==> config.mk <==
export PLATFORM = sky130hd
export DESIGN_NAME = pft_table_access
export DESIGN_NICKNAME = d
export VERILOG_FILES = /design/src/rtl/pft_pkg.sv /design/src/rtl/pft_table_access.sv /design/src/rtl/pft_hold_bank.sv /design/src/rtl/pft_prog_timer.sv
export SDC_FILE = /design/constraint.sdc
export NUM_CORES = 1
export LEC_CHECK = 0
export ABC_AREA = 1
export BUFFER_PORTS_ARGS = -buffer_cell sky130_fd_sc_hd__clkbuf_2
export CORE_ASPECT_RATIO = 0.7
export CORE_MARGIN = 2
export CORE_UTILIZATION = 50
export DETAILED_ROUTE_END_ITERATION = 8
export PLACE_DENSITY = 0.7
export SYNTH_ARGS = -nofsm -noshare
export SYNTH_HDL_FRONTEND = slang
export SYNTH_HIERARCHICAL = 1
export SYNTH_SLANG_ARGS = --single-unit
==> constraint.sdc <==
create_clock -name CLK_SYS -period 3.3 [get_ports CLK_SYS]
set_input_delay 0.33 -clock CLK_SYS [delete_from_list [all_inputs] [get_ports CLK_SYS]]
set_output_delay 0.33 -clock CLK_SYS [all_outputs]
set_load 0.03 [all_outputs]
==> src/rtl/pft_pkg.sv <==
// package for the program flash table access block
// assumes a single core clock and synchronous active-high reset
package pft_pkg;

    // =========================================================
    // address and data geometry
    localparam int PFT_PTR_W      = 22;
    localparam int PFT_BYTE_W     = 8;
    localparam int PFT_WORD_W     = 16;
    localparam int PFT_HOLD_N     = 8;
    localparam int PFT_HOLD_SEL_W = 3;
    localparam int PFT_ERASE_LSB  = 6;
    localparam int PFT_ERASE_N    = 64;
    localparam int PFT_ERASE_W    = 6;
    localparam int PFT_WADDR_W    = PFT_PTR_W - 1;

    // =========================================================
    // programming timer: times in ns, cycles at 250 MHz
    localparam int PFT_CLK_PS        = 4000;
    localparam int PFT_T_WRITE_NS    = 2000;
    localparam int PFT_T_ERASE_NS    = 2000;
    localparam int PFT_WRITE_CYC     =
        (PFT_T_WRITE_NS * 1000 + PFT_CLK_PS - 1) / PFT_CLK_PS;
    localparam int PFT_ERASE_CYC     =
        (PFT_T_ERASE_NS * 1000 + PFT_CLK_PS - 1) / PFT_CLK_PS;
    localparam int PFT_TMR_W         = 16;

    // pointer update applied by a table operation
    typedef enum logic [1:0] {
        PFT_PTR_KEEP,
        PFT_PTR_POSTINC,
        PFT_PTR_POSTDEC,
        PFT_PTR_PREINC
    } pft_ptr_mode_t;

    // request from the core
    typedef struct packed {
        logic                    read_op;
        logic                    write_op;
        pft_ptr_mode_t           mode;
    } pft_table_req_t;

    // request to the flash array
    typedef struct packed {
        logic                    rd;
        logic                    prog;
        logic                    erase;
        logic                    bulk;
        logic [PFT_WADDR_W-1:0]  waddr;
        logic [PFT_WORD_W-1:0]   wdata;
        logic [1:0]              wbe;
    } pft_array_req_t;

endpackage

==> src/rtl/pft_table_access.sv <==
// program flash table access sequencer: table read, table write,
// 8-byte block write and 64-byte block erase through one byte latch
// assumes a 16-bit flash array answering a read in the same cycle rd is presented and
// a core that issues one table operation at a time
//
// Behaviour
// flash access works during normal operation
// each table read yields one byte
// write commits a whole 8-byte block
// erase clears a whole 64-byte block
// self-requested bulk erase is refused
// fetch stalls during write or erase
// programming timer ends write and erase
// invalid opcodes execute as no-operation
// 16-bit program words, byte addressed
// all transfers pass the 8-bit latch
// table read loads addressed byte into latch
// table write fills holding register only
// table transfers need no word alignment
// software word-aligns written executable code
// low pointer bits pick holding register
// erase block from pointer bits 21:6
// three byte registers form 22-bit pointer
// start bits cleared by hardware when done
`timescale 1ns/10ps
module pft_table_access
    import pft_pkg::*;
(
    input  wire logic                   CLK_SYS,
    input  wire logic                   RST,
    input  wire pft_table_req_t         TBL_REQ,
    input  wire logic [PFT_BYTE_W-1:0]  LATCH_WDATA,
    input  wire logic                   LATCH_WE,
    input  wire logic [PFT_BYTE_W-1:0]  PTR_WDATA,
    input  wire logic [2:0]             PTR_WE,
    input  wire logic                   WRITE_START,
    input  wire logic                   ERASE_SEL,
    input  wire logic                   BULK_REQ,
    input  wire logic [PFT_WORD_W-1:0]  FETCH_WORD,
    input  wire logic [PFT_WORD_W-1:0]  ARRAY_RDATA,
    output pft_array_req_t              ARRAY_REQ,
    output logic [PFT_BYTE_W-1:0]       TABLE_LATCH,
    output logic [PFT_PTR_W-1:0]        TABLE_POINTER,
    output logic                        READ_BUSY,
    output logic                        WRITE_BUSY,
    output logic                        FETCH_STALL,
    output logic                        BULK_REFUSED,
    output logic                        INSN_NOP,
    output logic                        TBL_DONE
);
    // =========================================================
    // sequencer state
    typedef enum logic [2:0] {
        ST_IDLE,
        ST_RD_WAIT,
        ST_PROG,
        ST_ERASE,
        ST_DONE
    } pft_state_t;

    pft_state_t              st_r, st_nxt;
    logic [PFT_PTR_W-1:0]    ptr_r, ptr_nxt;
    logic [PFT_BYTE_W-1:0]   latch_r, latch_nxt;
    logic                    rd_lo_r, rd_lo_nxt;
    pft_ptr_mode_t           post_r, post_nxt;
    logic                    rd_bit_r, rd_bit_nxt;
    logic                    wr_bit_r, wr_bit_nxt;
    logic                    refused_r, refused_nxt;
    logic                    done_r, done_nxt;
    pft_array_req_t          areq_r, areq_nxt;
    logic [PFT_ERASE_W-1:0]  ecnt_r, ecnt_nxt;

    logic                        hold_we;
    logic                        hold_clr;
    logic [PFT_HOLD_N*PFT_BYTE_W-1:0] hold_bytes;
    logic [PFT_HOLD_N-1:0]       hold_dirty;
    logic                        tmr_start;
    logic [PFT_TMR_W-1:0]        tmr_load;
    logic                        tmr_busy;
    logic                        tmr_done;
    logic [PFT_PTR_W-1:0]        ptr_eff;

    // =========================================================
    // helpers
    pft_hold_bank #(.N(PFT_HOLD_N)) u_hold (
        .CLK_SYS (CLK_SYS),
        .RST     (RST),
        .wr_en   (hold_we),
        .wr_sel  (ptr_eff[PFT_HOLD_SEL_W-1:0]),
        .wr_data (latch_r),
        .clr     (hold_clr),
        .bytes_q (hold_bytes),
        .dirty_q (hold_dirty)
    );

    pft_prog_timer u_tmr (
        .CLK_SYS (CLK_SYS),
        .RST     (RST),
        .start   (tmr_start),
        .load    (tmr_load),
        .busy    (tmr_busy),
        .done    (tmr_done)
    );

    // pre-increment affects the access itself; only low 21 bits wrap
    always_comb begin
        ptr_eff = ptr_r;
        if (TBL_REQ.mode == PFT_PTR_PREINC)
            ptr_eff = {ptr_r[PFT_PTR_W-1],
                       ptr_r[PFT_PTR_W-2:0] + 1'b1};
    end

    function automatic logic [PFT_PTR_W-1:0] upd_ptr(
        input logic [PFT_PTR_W-1:0] p,
        input pft_ptr_mode_t        m
    );
        logic [PFT_PTR_W-2:0] lo;
        lo = p[PFT_PTR_W-2:0];
        unique case (m)
            PFT_PTR_POSTINC: lo = lo + 1'b1;
            PFT_PTR_POSTDEC: lo = lo - 1'b1;
            PFT_PTR_KEEP,
            PFT_PTR_PREINC:  lo = lo;
        endcase
        return {p[PFT_PTR_W-1], lo};
    endfunction

    // =========================================================
    // next state
    always_comb begin
        st_nxt      = st_r;
        ptr_nxt     = ptr_r;
        latch_nxt   = latch_r;
        rd_lo_nxt   = rd_lo_r;
        post_nxt    = post_r;
        rd_bit_nxt  = rd_bit_r;
        wr_bit_nxt  = wr_bit_r;
        refused_nxt = 1'b0;
        done_nxt    = 1'b0;
        areq_nxt    = '0;
        ecnt_nxt    = ecnt_r;
        hold_we     = 1'b0;
        hold_clr    = 1'b0;
        tmr_start   = 1'b0;
        tmr_load    = '0;

        // pointer bytes are software visible registers
        for (int b = 0; b < 3; b++) begin
            if (PTR_WE[b] && st_r == ST_IDLE) begin
                if (b == 2)
                    ptr_nxt[PFT_PTR_W-1:16] =
                        PTR_WDATA[PFT_PTR_W-17:0];
                else
                    ptr_nxt[b*8 +: 8] = PTR_WDATA;
            end
        end
        if (LATCH_WE && st_r == ST_IDLE)
            latch_nxt = LATCH_WDATA;

        unique case (st_r)
            ST_IDLE: begin
                if (BULK_REQ) begin
                    refused_nxt = 1'b1;
                end else if (TBL_REQ.read_op) begin
                    // any byte address, odd or even
                    areq_nxt.rd    = 1'b1;
                    areq_nxt.waddr = ptr_eff[PFT_PTR_W-1:1];
                    rd_lo_nxt      = ~ptr_eff[0];
                    post_nxt       = TBL_REQ.mode;
                    ptr_nxt        = ptr_eff;
                    rd_bit_nxt     = 1'b1;
                    st_nxt         = ST_RD_WAIT;
                end else if (TBL_REQ.write_op) begin
                    hold_we  = 1'b1;
                    ptr_nxt  = upd_ptr(ptr_eff, TBL_REQ.mode);
                    done_nxt = 1'b1;
                end else if (WRITE_START && ERASE_SEL) begin
                    wr_bit_nxt = 1'b1;
                    ecnt_nxt   = '0;
                    tmr_start  = 1'b1;
                    tmr_load   = PFT_TMR_W'(PFT_ERASE_CYC);
                    st_nxt     = ST_ERASE;
                end else if (WRITE_START) begin
                    wr_bit_nxt = 1'b1;
                    ecnt_nxt   = '0;
                    tmr_start  = 1'b1;
                    tmr_load   = PFT_TMR_W'(PFT_WRITE_CYC);
                    st_nxt     = ST_PROG;
                end
            end
            ST_RD_WAIT: begin
                // one byte of the returned word into the latch
                latch_nxt  = rd_lo_r ? ARRAY_RDATA[7:0]
                                     : ARRAY_RDATA[15:8];
                ptr_nxt    = upd_ptr(ptr_r, post_r);
                rd_bit_nxt = 1'b0;
                done_nxt   = 1'b1;
                st_nxt     = ST_IDLE;
            end
            ST_PROG: begin
                // one word per cycle, pointer bits 2:0 ignored
                if (ecnt_r < PFT_ERASE_W'(PFT_HOLD_N / 2)) begin
                    areq_nxt.prog  = 1'b1;
                    areq_nxt.waddr = {ptr_r[PFT_PTR_W-1:PFT_HOLD_SEL_W],
                                      ecnt_r[1:0]};
                    areq_nxt.wdata = {hold_bytes[ecnt_r[1:0]*16 + 8 +: 8],
                                      hold_bytes[ecnt_r[1:0]*16 +: 8]};
                    areq_nxt.wbe   = {hold_dirty[ecnt_r[1:0]*2 + 1],
                                      hold_dirty[ecnt_r[1:0]*2]};
                    ecnt_nxt       = ecnt_r + 1'b1;
                end
                if (tmr_done) begin
                    hold_clr = 1'b1;
                    st_nxt   = ST_DONE;
                end
            end
            ST_ERASE: begin
                // 32 words of the block from bits 21:6
                // counter runs one past the last word so pulses stop
                if (ecnt_r < PFT_ERASE_W'(PFT_ERASE_N / 2)) begin
                    areq_nxt.erase = 1'b1;
                    areq_nxt.waddr = {ptr_r[PFT_PTR_W-1:PFT_ERASE_LSB],
                                      ecnt_r[PFT_ERASE_LSB-2:0]};
                    ecnt_nxt       = ecnt_r + 1'b1;
                end
                if (tmr_done)
                    st_nxt = ST_DONE;
            end
            ST_DONE: begin
                wr_bit_nxt = 1'b0;
                done_nxt   = 1'b1;
                st_nxt     = ST_IDLE;
            end
        endcase
    end

    always_ff @(posedge CLK_SYS) begin
        if (RST) begin
            st_r      <= ST_IDLE;
            ptr_r     <= '0;
            latch_r   <= '0;
            rd_lo_r   <= 1'b0;
            post_r    <= PFT_PTR_KEEP;
            rd_bit_r  <= 1'b0;
            wr_bit_r  <= 1'b0;
            refused_r <= 1'b0;
            done_r    <= 1'b0;
            areq_r    <= '0;
            ecnt_r    <= '0;
        end else begin
            st_r      <= st_nxt;
            ptr_r     <= ptr_nxt;
            latch_r   <= latch_nxt;
            rd_lo_r   <= rd_lo_nxt;
            post_r    <= post_nxt;
            rd_bit_r  <= rd_bit_nxt;
            wr_bit_r  <= wr_bit_nxt;
            refused_r <= refused_nxt;
            done_r    <= done_nxt;
            areq_r    <= areq_nxt;
            ecnt_r    <= ecnt_nxt;
        end
    end

    // =========================================================
    // outputs
    assign ARRAY_REQ     = areq_r;
    assign TABLE_LATCH   = latch_r;
    assign TABLE_POINTER = ptr_r;
    assign READ_BUSY     = rd_bit_r;
    assign WRITE_BUSY    = wr_bit_r;
    assign BULK_REFUSED  = refused_r;
    assign TBL_DONE      = done_r;
    // array is unreachable for code while programming
    assign FETCH_STALL   = wr_bit_r || tmr_busy;
    // erased or blank words decode as no-operation
    assign INSN_NOP      = (FETCH_WORD == 16'hffff);

    // =========================================================
    // checks
    stall_during_prog_a: assert property (
        @(posedge CLK_SYS) disable iff (RST)
        (st_r == ST_PROG || st_r == ST_ERASE) |-> FETCH_STALL)
        else $error("fetch not stalled while programming");
    bulk_never_erase_a: assert property (
        @(posedge CLK_SYS) disable iff (RST)
        BULK_REFUSED |-> !ARRAY_REQ.erase && !ARRAY_REQ.bulk)
        else $error("bulk erase reached the array");
    read_clears_bit_a: assert property (
        @(posedge CLK_SYS) disable iff (RST)
        $rose(READ_BUSY) |=> !READ_BUSY && TBL_DONE)
        else $error("read start bit not cleared after one cycle");
    read_addr_word_a: assert property (
        @(posedge CLK_SYS) disable iff (RST)
        ARRAY_REQ.rd |-> ARRAY_REQ.waddr == TABLE_POINTER[21:1])
        else $error("read word address not from pointer");
    erase_block_fixed_a: assert property (
        @(posedge CLK_SYS) disable iff (RST)
        ARRAY_REQ.erase |->
            ARRAY_REQ.waddr[20:5] == TABLE_POINTER[21:6])
        else $error("erase outside selected block");
    prog_block_fixed_a: assert property (
        @(posedge CLK_SYS) disable iff (RST)
        ARRAY_REQ.prog |->
            ARRAY_REQ.waddr[20:2] == TABLE_POINTER[21:3])
        else $error("block write outside selected block");
    write_ends_timer_a: assert property (
        @(posedge CLK_SYS) disable iff (RST)
        $rose(WRITE_BUSY) |-> ##[1:600] !WRITE_BUSY)
        else $error("programming timer did not end operation");
    write_no_array_a: assert property (
        @(posedge CLK_SYS) disable iff (RST)
        (st_r == ST_IDLE && TBL_REQ.write_op && !BULK_REQ &&
         !TBL_REQ.read_op) |=> !ARRAY_REQ.prog && TBL_DONE)
        else $error("table write touched the array");
endmodule

==> src/rtl/pft_hold_bank.sv <==
// eight byte holding registers filled by table writes
// assumes writes come from the sequencer on the same clock
`timescale 1ns/10ps
module pft_hold_bank
    import pft_pkg::*;
#(
    parameter int N = PFT_HOLD_N
) (
    input  wire logic                      CLK_SYS,
    input  wire logic                      RST,
    input  wire logic                      wr_en,
    input  wire logic [PFT_HOLD_SEL_W-1:0] wr_sel,
    input  wire logic [PFT_BYTE_W-1:0]     wr_data,
    input  wire logic                      clr,
    output logic [N*PFT_BYTE_W-1:0]        bytes_q,
    output logic [N-1:0]                   dirty_q
);
    logic [PFT_BYTE_W-1:0] hold_r   [N];
    logic [PFT_BYTE_W-1:0] hold_nxt [N];
    logic [N-1:0]          dirty_r;
    logic [N-1:0]          dirty_nxt;

    always_comb begin
        dirty_nxt = clr ? '0 : dirty_r;
        for (int i = 0; i < N; i++) begin
            hold_nxt[i] = clr ? 8'hff : hold_r[i];
            if (wr_en && wr_sel == PFT_HOLD_SEL_W'(i)) begin
                hold_nxt[i]  = wr_data;
                dirty_nxt[i] = 1'b1;
            end
        end
    end

    always_ff @(posedge CLK_SYS) begin
        if (RST) begin
            dirty_r <= '0;
            for (int i = 0; i < N; i++) hold_r[i] <= 8'hff;
        end else begin
            dirty_r <= dirty_nxt;
            for (int i = 0; i < N; i++) hold_r[i] <= hold_nxt[i];
        end
    end

    always_comb begin
        for (int i = 0; i < N; i++)
            bytes_q[i*PFT_BYTE_W +: PFT_BYTE_W] = hold_r[i];
    end
    assign dirty_q = dirty_r;
endmodule

==> src/rtl/pft_prog_timer.sv <==
// internal programming timer that ends each write or erase pulse
// assumes start is a one-cycle pulse while the timer is idle
`timescale 1ns/10ps
module pft_prog_timer
    import pft_pkg::*;
(
    input  wire logic                 CLK_SYS,
    input  wire logic                 RST,
    input  wire logic                 start,
    input  wire logic [PFT_TMR_W-1:0] load,
    output logic                      busy,
    output logic                      done
);
    logic [PFT_TMR_W-1:0] cnt_r;
    logic [PFT_TMR_W-1:0] cnt_nxt;
    logic                 done_r;
    logic                 done_nxt;

    always_comb begin
        cnt_nxt  = cnt_r;
        done_nxt = 1'b0;
        if (start) begin
            cnt_nxt = load;
        end else if (cnt_r != '0) begin
            cnt_nxt  = cnt_r - 1'b1;
            done_nxt = (cnt_r == PFT_TMR_W'(1));
        end
    end

    always_ff @(posedge CLK_SYS) begin
        if (RST) begin
            cnt_r  <= '0;
            done_r <= 1'b0;
        end else begin
            cnt_r  <= cnt_nxt;
            done_r <= done_nxt;
        end
    end

    assign busy = (cnt_r != '0);
    assign done = done_r;
endmodule

==> results.txt <==
----------------------------------------------------
[Clock tree]
  H-tree depth ... 4
  CTS buffer count ... 17
  Clock latency reported for the late side of the worst-skew pair ... about 0.46 ns
  CTS Sinks ... 177
  Clock tree from TritonCTS ... done
  Clock slew at reported path FFs ... 0.08 ns
  CTS Root Cell ... clkbuf_16
  Longest Clk Path Bufs ... 2
  Cts-stage hold buffer count ... 0

[Critical path]
  Critical path data required time ... between 3 and 4 ns
  Critical path buffer and inverter count ... 1
  Slowest stage delay, CP ... 0.50 ns
  Critical path's slowest cell ... dfxtp_1
  Family with the most delay on the worst path ... simple AND/OR/NAND/NOR gates
  Maximum fanout along the worst path ... 6
  Most frequent CP cell ... nand2_1
  Kind of end point of the critical path ... flop
  Startpoint kind of the worst setup timing path ... flop
  Cells along the critical path ... nand2_1 -> nor2_1 -> nand2_1 -> nor2_2 -> nand3_1 -> nand3_2 -> nand2_2 -> ha_2 -> nand2_1 -> inv_1 -> nand2_1 -> nor2_2 -> nand3_1 -> nand3_1 -> nand2_1 -> nand3_1 -> nand3_1 -> nand2_1 -> nand2_1 -> nand2_1 -> a21oi_1
  Worst setup path category ... flop to flop
  Worst endpoint data arrival time ... 3.54 ns

[Power and ir drop]
  Power density relative to cell area ... 887 nW/um^2
  Lkg Pwr ... 7.32 nW
  Highest ir drop seen on vdd ... 0.582 mV
  Seq pwr share ... about a quarter
  Internal ... 5.93 mW
  Net switching fraction of the power ... 52.9%
  Combinational group share of total power ... around 58%
  Total power draw ... ~13 mW
  Sw Pwr ... 6.67 mW
  Clock power share ... between 10% and 20%

[Floorplan]
  Die Span Y ... 135 um
  Floorplan die width ... 191 um
  Core Rows ... 47
  Total I/O pin count ... 140
  DIE AREA ... 25700 um^2
  Initial Utilization ... 51.2%
  Core area ... 23800 um^2

[Yosys]
  Number of synthesized flops with an enable pin ... 0
  Top cells by instance count after synthesis ... nand2_1, inv_1, dfxtp_1
  Synthesized instance count ... 1978
  Netlist Area Pre-Place ... about 12000 um^2
  Register bit total from synthesis ... approximately 180
  Leading cell types by total area after synthesis ... dfxtp_1, nand2_1, inv_1, nand3_1, o21ai_0
  Area share of the leading cell type in the synthesized netlist ... 29.1%
  Predominant post-synthesis flop cell ... dfxtp_1
  Count of cell types in the netlist ... 60
  Mean instance size in the synthesized netlist ... 6.17 um^2
  Cell with the most instances after synthesis ... nand2_1
  Post-synthesis sequential area ratio ... between 20% and 30%
  Synth async-reset ratio ... 0%
  Leading area contributor after synthesis ... dfxtp_1
  Count of synthesis-stage warnings from yosys ... 6

[STA]
  RSZ-0062 raised after global routing ... true
  Worst-margin pin slew ... 1.09 ns
  Relative slew slack ... 26.9%
  Maximum clock frequency ... 313 MHz
  Clock skew ... 0.0124 ns
  Number of failing hold endpoints at the final stage ... 0
  Final critical delay including setup and external delays ... approximately 3.2 ns
  Max-slew violation total from the final report ... 0
  Final setup viols ... 0
  Final cycle utilization of the critical path ... between 90% and 100%

[Detailed routing]
  Final antenna-violating net count ... 0
  DRC ... 0
  Violation count after the first detailed-routing iteration ... roughly 1900
  Post-Route WL ... 45400 um
  Detailed Routing Iterations Pass 1 ... 6
  Total number of vias ... 13900
  Via/cell ratio ... 5.64
  Mean routed wirelength per cell ... between 15 and 20 um

[Global route]
  Initial antenna violation count ... 0
  Maximum number of pins on one net before global-route repair ... 65
  First-pass GRT wire length ... around 70000 um
  Via count of the first global-routing pass ... roughly 12000
  Overflow after GRT ... 0
  Overall Global Routing Usage ... 35.1%

[Final layout]
  Core utilization of the finished layout ... between 50% and 60%
  Layout area overhead ... 16.4%
  Fraction of final layout cells with drive strength greater than 1 ... 18.6%
  Count of antenna diodes in the layout ... 0
  Total number of nets in the final design ... 2215

[Job]
  MaxCap Viol Count ... 0

[Hold path]
  Worst hold path class ... input pin to flop

[Run status]
  Run status ... complete, no violations

[Placed design]
  Port bufs ... 138
  Weighted congestion reported at the end of routability-driven placement ... 1.07
  Detailed placer's ending HPWL ... around 34000 um

----------------------------------------------------
==> worst min-delay path: stages <==
cell      delay (ns)
clkbuf_2        0.09
nand2_1         0.06
a31oi_1         0.07
==> power by group through the flow <==
stage	Clock, mW	Sequential, mW	Combinational [mW]
final	2.26	3.03	7.31
after global routing	2.36	3.06	7.90
after CTS	2.27	2.98	6.93
after detailed placement	0	3.02	6.88
after global placement	0	3.01	6.84
after floorplan	0	3.30	4.42
==> area by class of cell <==
type                       count  area (um^2)
fill                        2374         9610
multi-input combinational   1461         7420
sequential                   177         3560
timing repair buffer         203         1180
inverter                     266         1000
clock buffer                  17          425
tap                          318          398
clock inverter                15          216
==> per-layer routing <==
layer,track usage (%),vias to the layer above,routed length [um],part of all wire (%)
li1,-,6625,-,-
met1,53.1,6330,20500,45
met2,45.7,842,17200,38
met3,13.5,62,6850,15
met4,7.88,2,745,1.6
met5,2.31,-,77,0.17
==> what timing repair did <==
item / 4_1_cts / 5_1_grt
buffers inserted: 0 / 1
gates resized for setup: 0 / 45
setup endpoints to repair: 0 / 13
hold endpoints to repair: 0 / 0
==> cell usage in the layout, fill, tap and decap left out, types with 6 or more instances in the layout <==
cell / count
conb_1: 11
nand2_4: 6
nand3_1: 152
o21ai_1: 8
a21oi_1: 106
a31oi_1: 15
nor2_2: 16
nor3_2: 7
nor2_1: 157
a21oi_2: 7
nand3b_1: 15
clkbuf_2: 138
nand2_2: 28
buf_4: 65
nor3_1: 15
dfxtp_1: 165
o21ai_2: 7
ha_1: 21
xor2_1: 15
o21a_1: 7
o211ai_1: 11
dfxtp_2: 11
nor2_4: 12
clkbuf_16: 17
inv_2: 23
nand4_1: 13
inv_1: 238
mux2_2: 8
o21ai_0: 134
nand2_1: 599
o22ai_1: 24
nand3_2: 11
or2_2: 6
a22oi_1: 9
==> registers in the layout (all words and copies together) (netlist names), 2 cells and up <==
register        count
ARRAY_REQ          42
TABLE_LATCH         8
TABLE_POINTER      22
ecnt_r              6
post_r              2
st_r                3
u_hold/dirty_q      8
u_hold/hold_r      64
u_tmr/cnt_r        16
==> cells by family after synthesis <==
group                      synth area share (%)
AOI/OAI and AO/OA                          15.8
buffers and inverters                      11.4
adders and majority gates                  2.93
other                                    0.0307
DFF                                        29.1
and+or+nand+nor                            38.6
xor gates and xnor gates                   1.36
muxes                                     0.739
==> worst paths after layout <==
path / start / to / slack, ns / cells past startpoint
setup / recovery: TABLE_POINTER[14] / TABLE_POINTER[18] / 0.10 / 21
hold / removal: LATCH_WDATA[7] / TABLE_LATCH[7] / 0.14 / 3
setup reg to reg: TABLE_POINTER[14] / TABLE_POINTER[18] / 0.10 / 21
hold reg to reg: u_hold/dirty_q[3] / u_hold/dirty_q[3] / 0.47 / 2
==> metrics by stage <==
step | instances | cell area, um^2 | hold slack, ns | worst slack [ns] | TNS (ns)
after floorplan | 1988 | 12200 | 0.437 | 0.199 | 0
after global placement | 2424 | 13400 | 0.449 | 0.0668 | 0
after detailed placement | 2424 | 13400 | 0.455 | 0.113 | 0
after CTS | 2456 | 14100 | 0.119 | 0.0705 | 0
after global routing | 2457 | 14200 | 0.127 | -0.0341 | -0.111
final | 2457 | 14200 | 0.136 | 0.104 | 0
No activity file was read; power rests on OpenSTA's default activity.
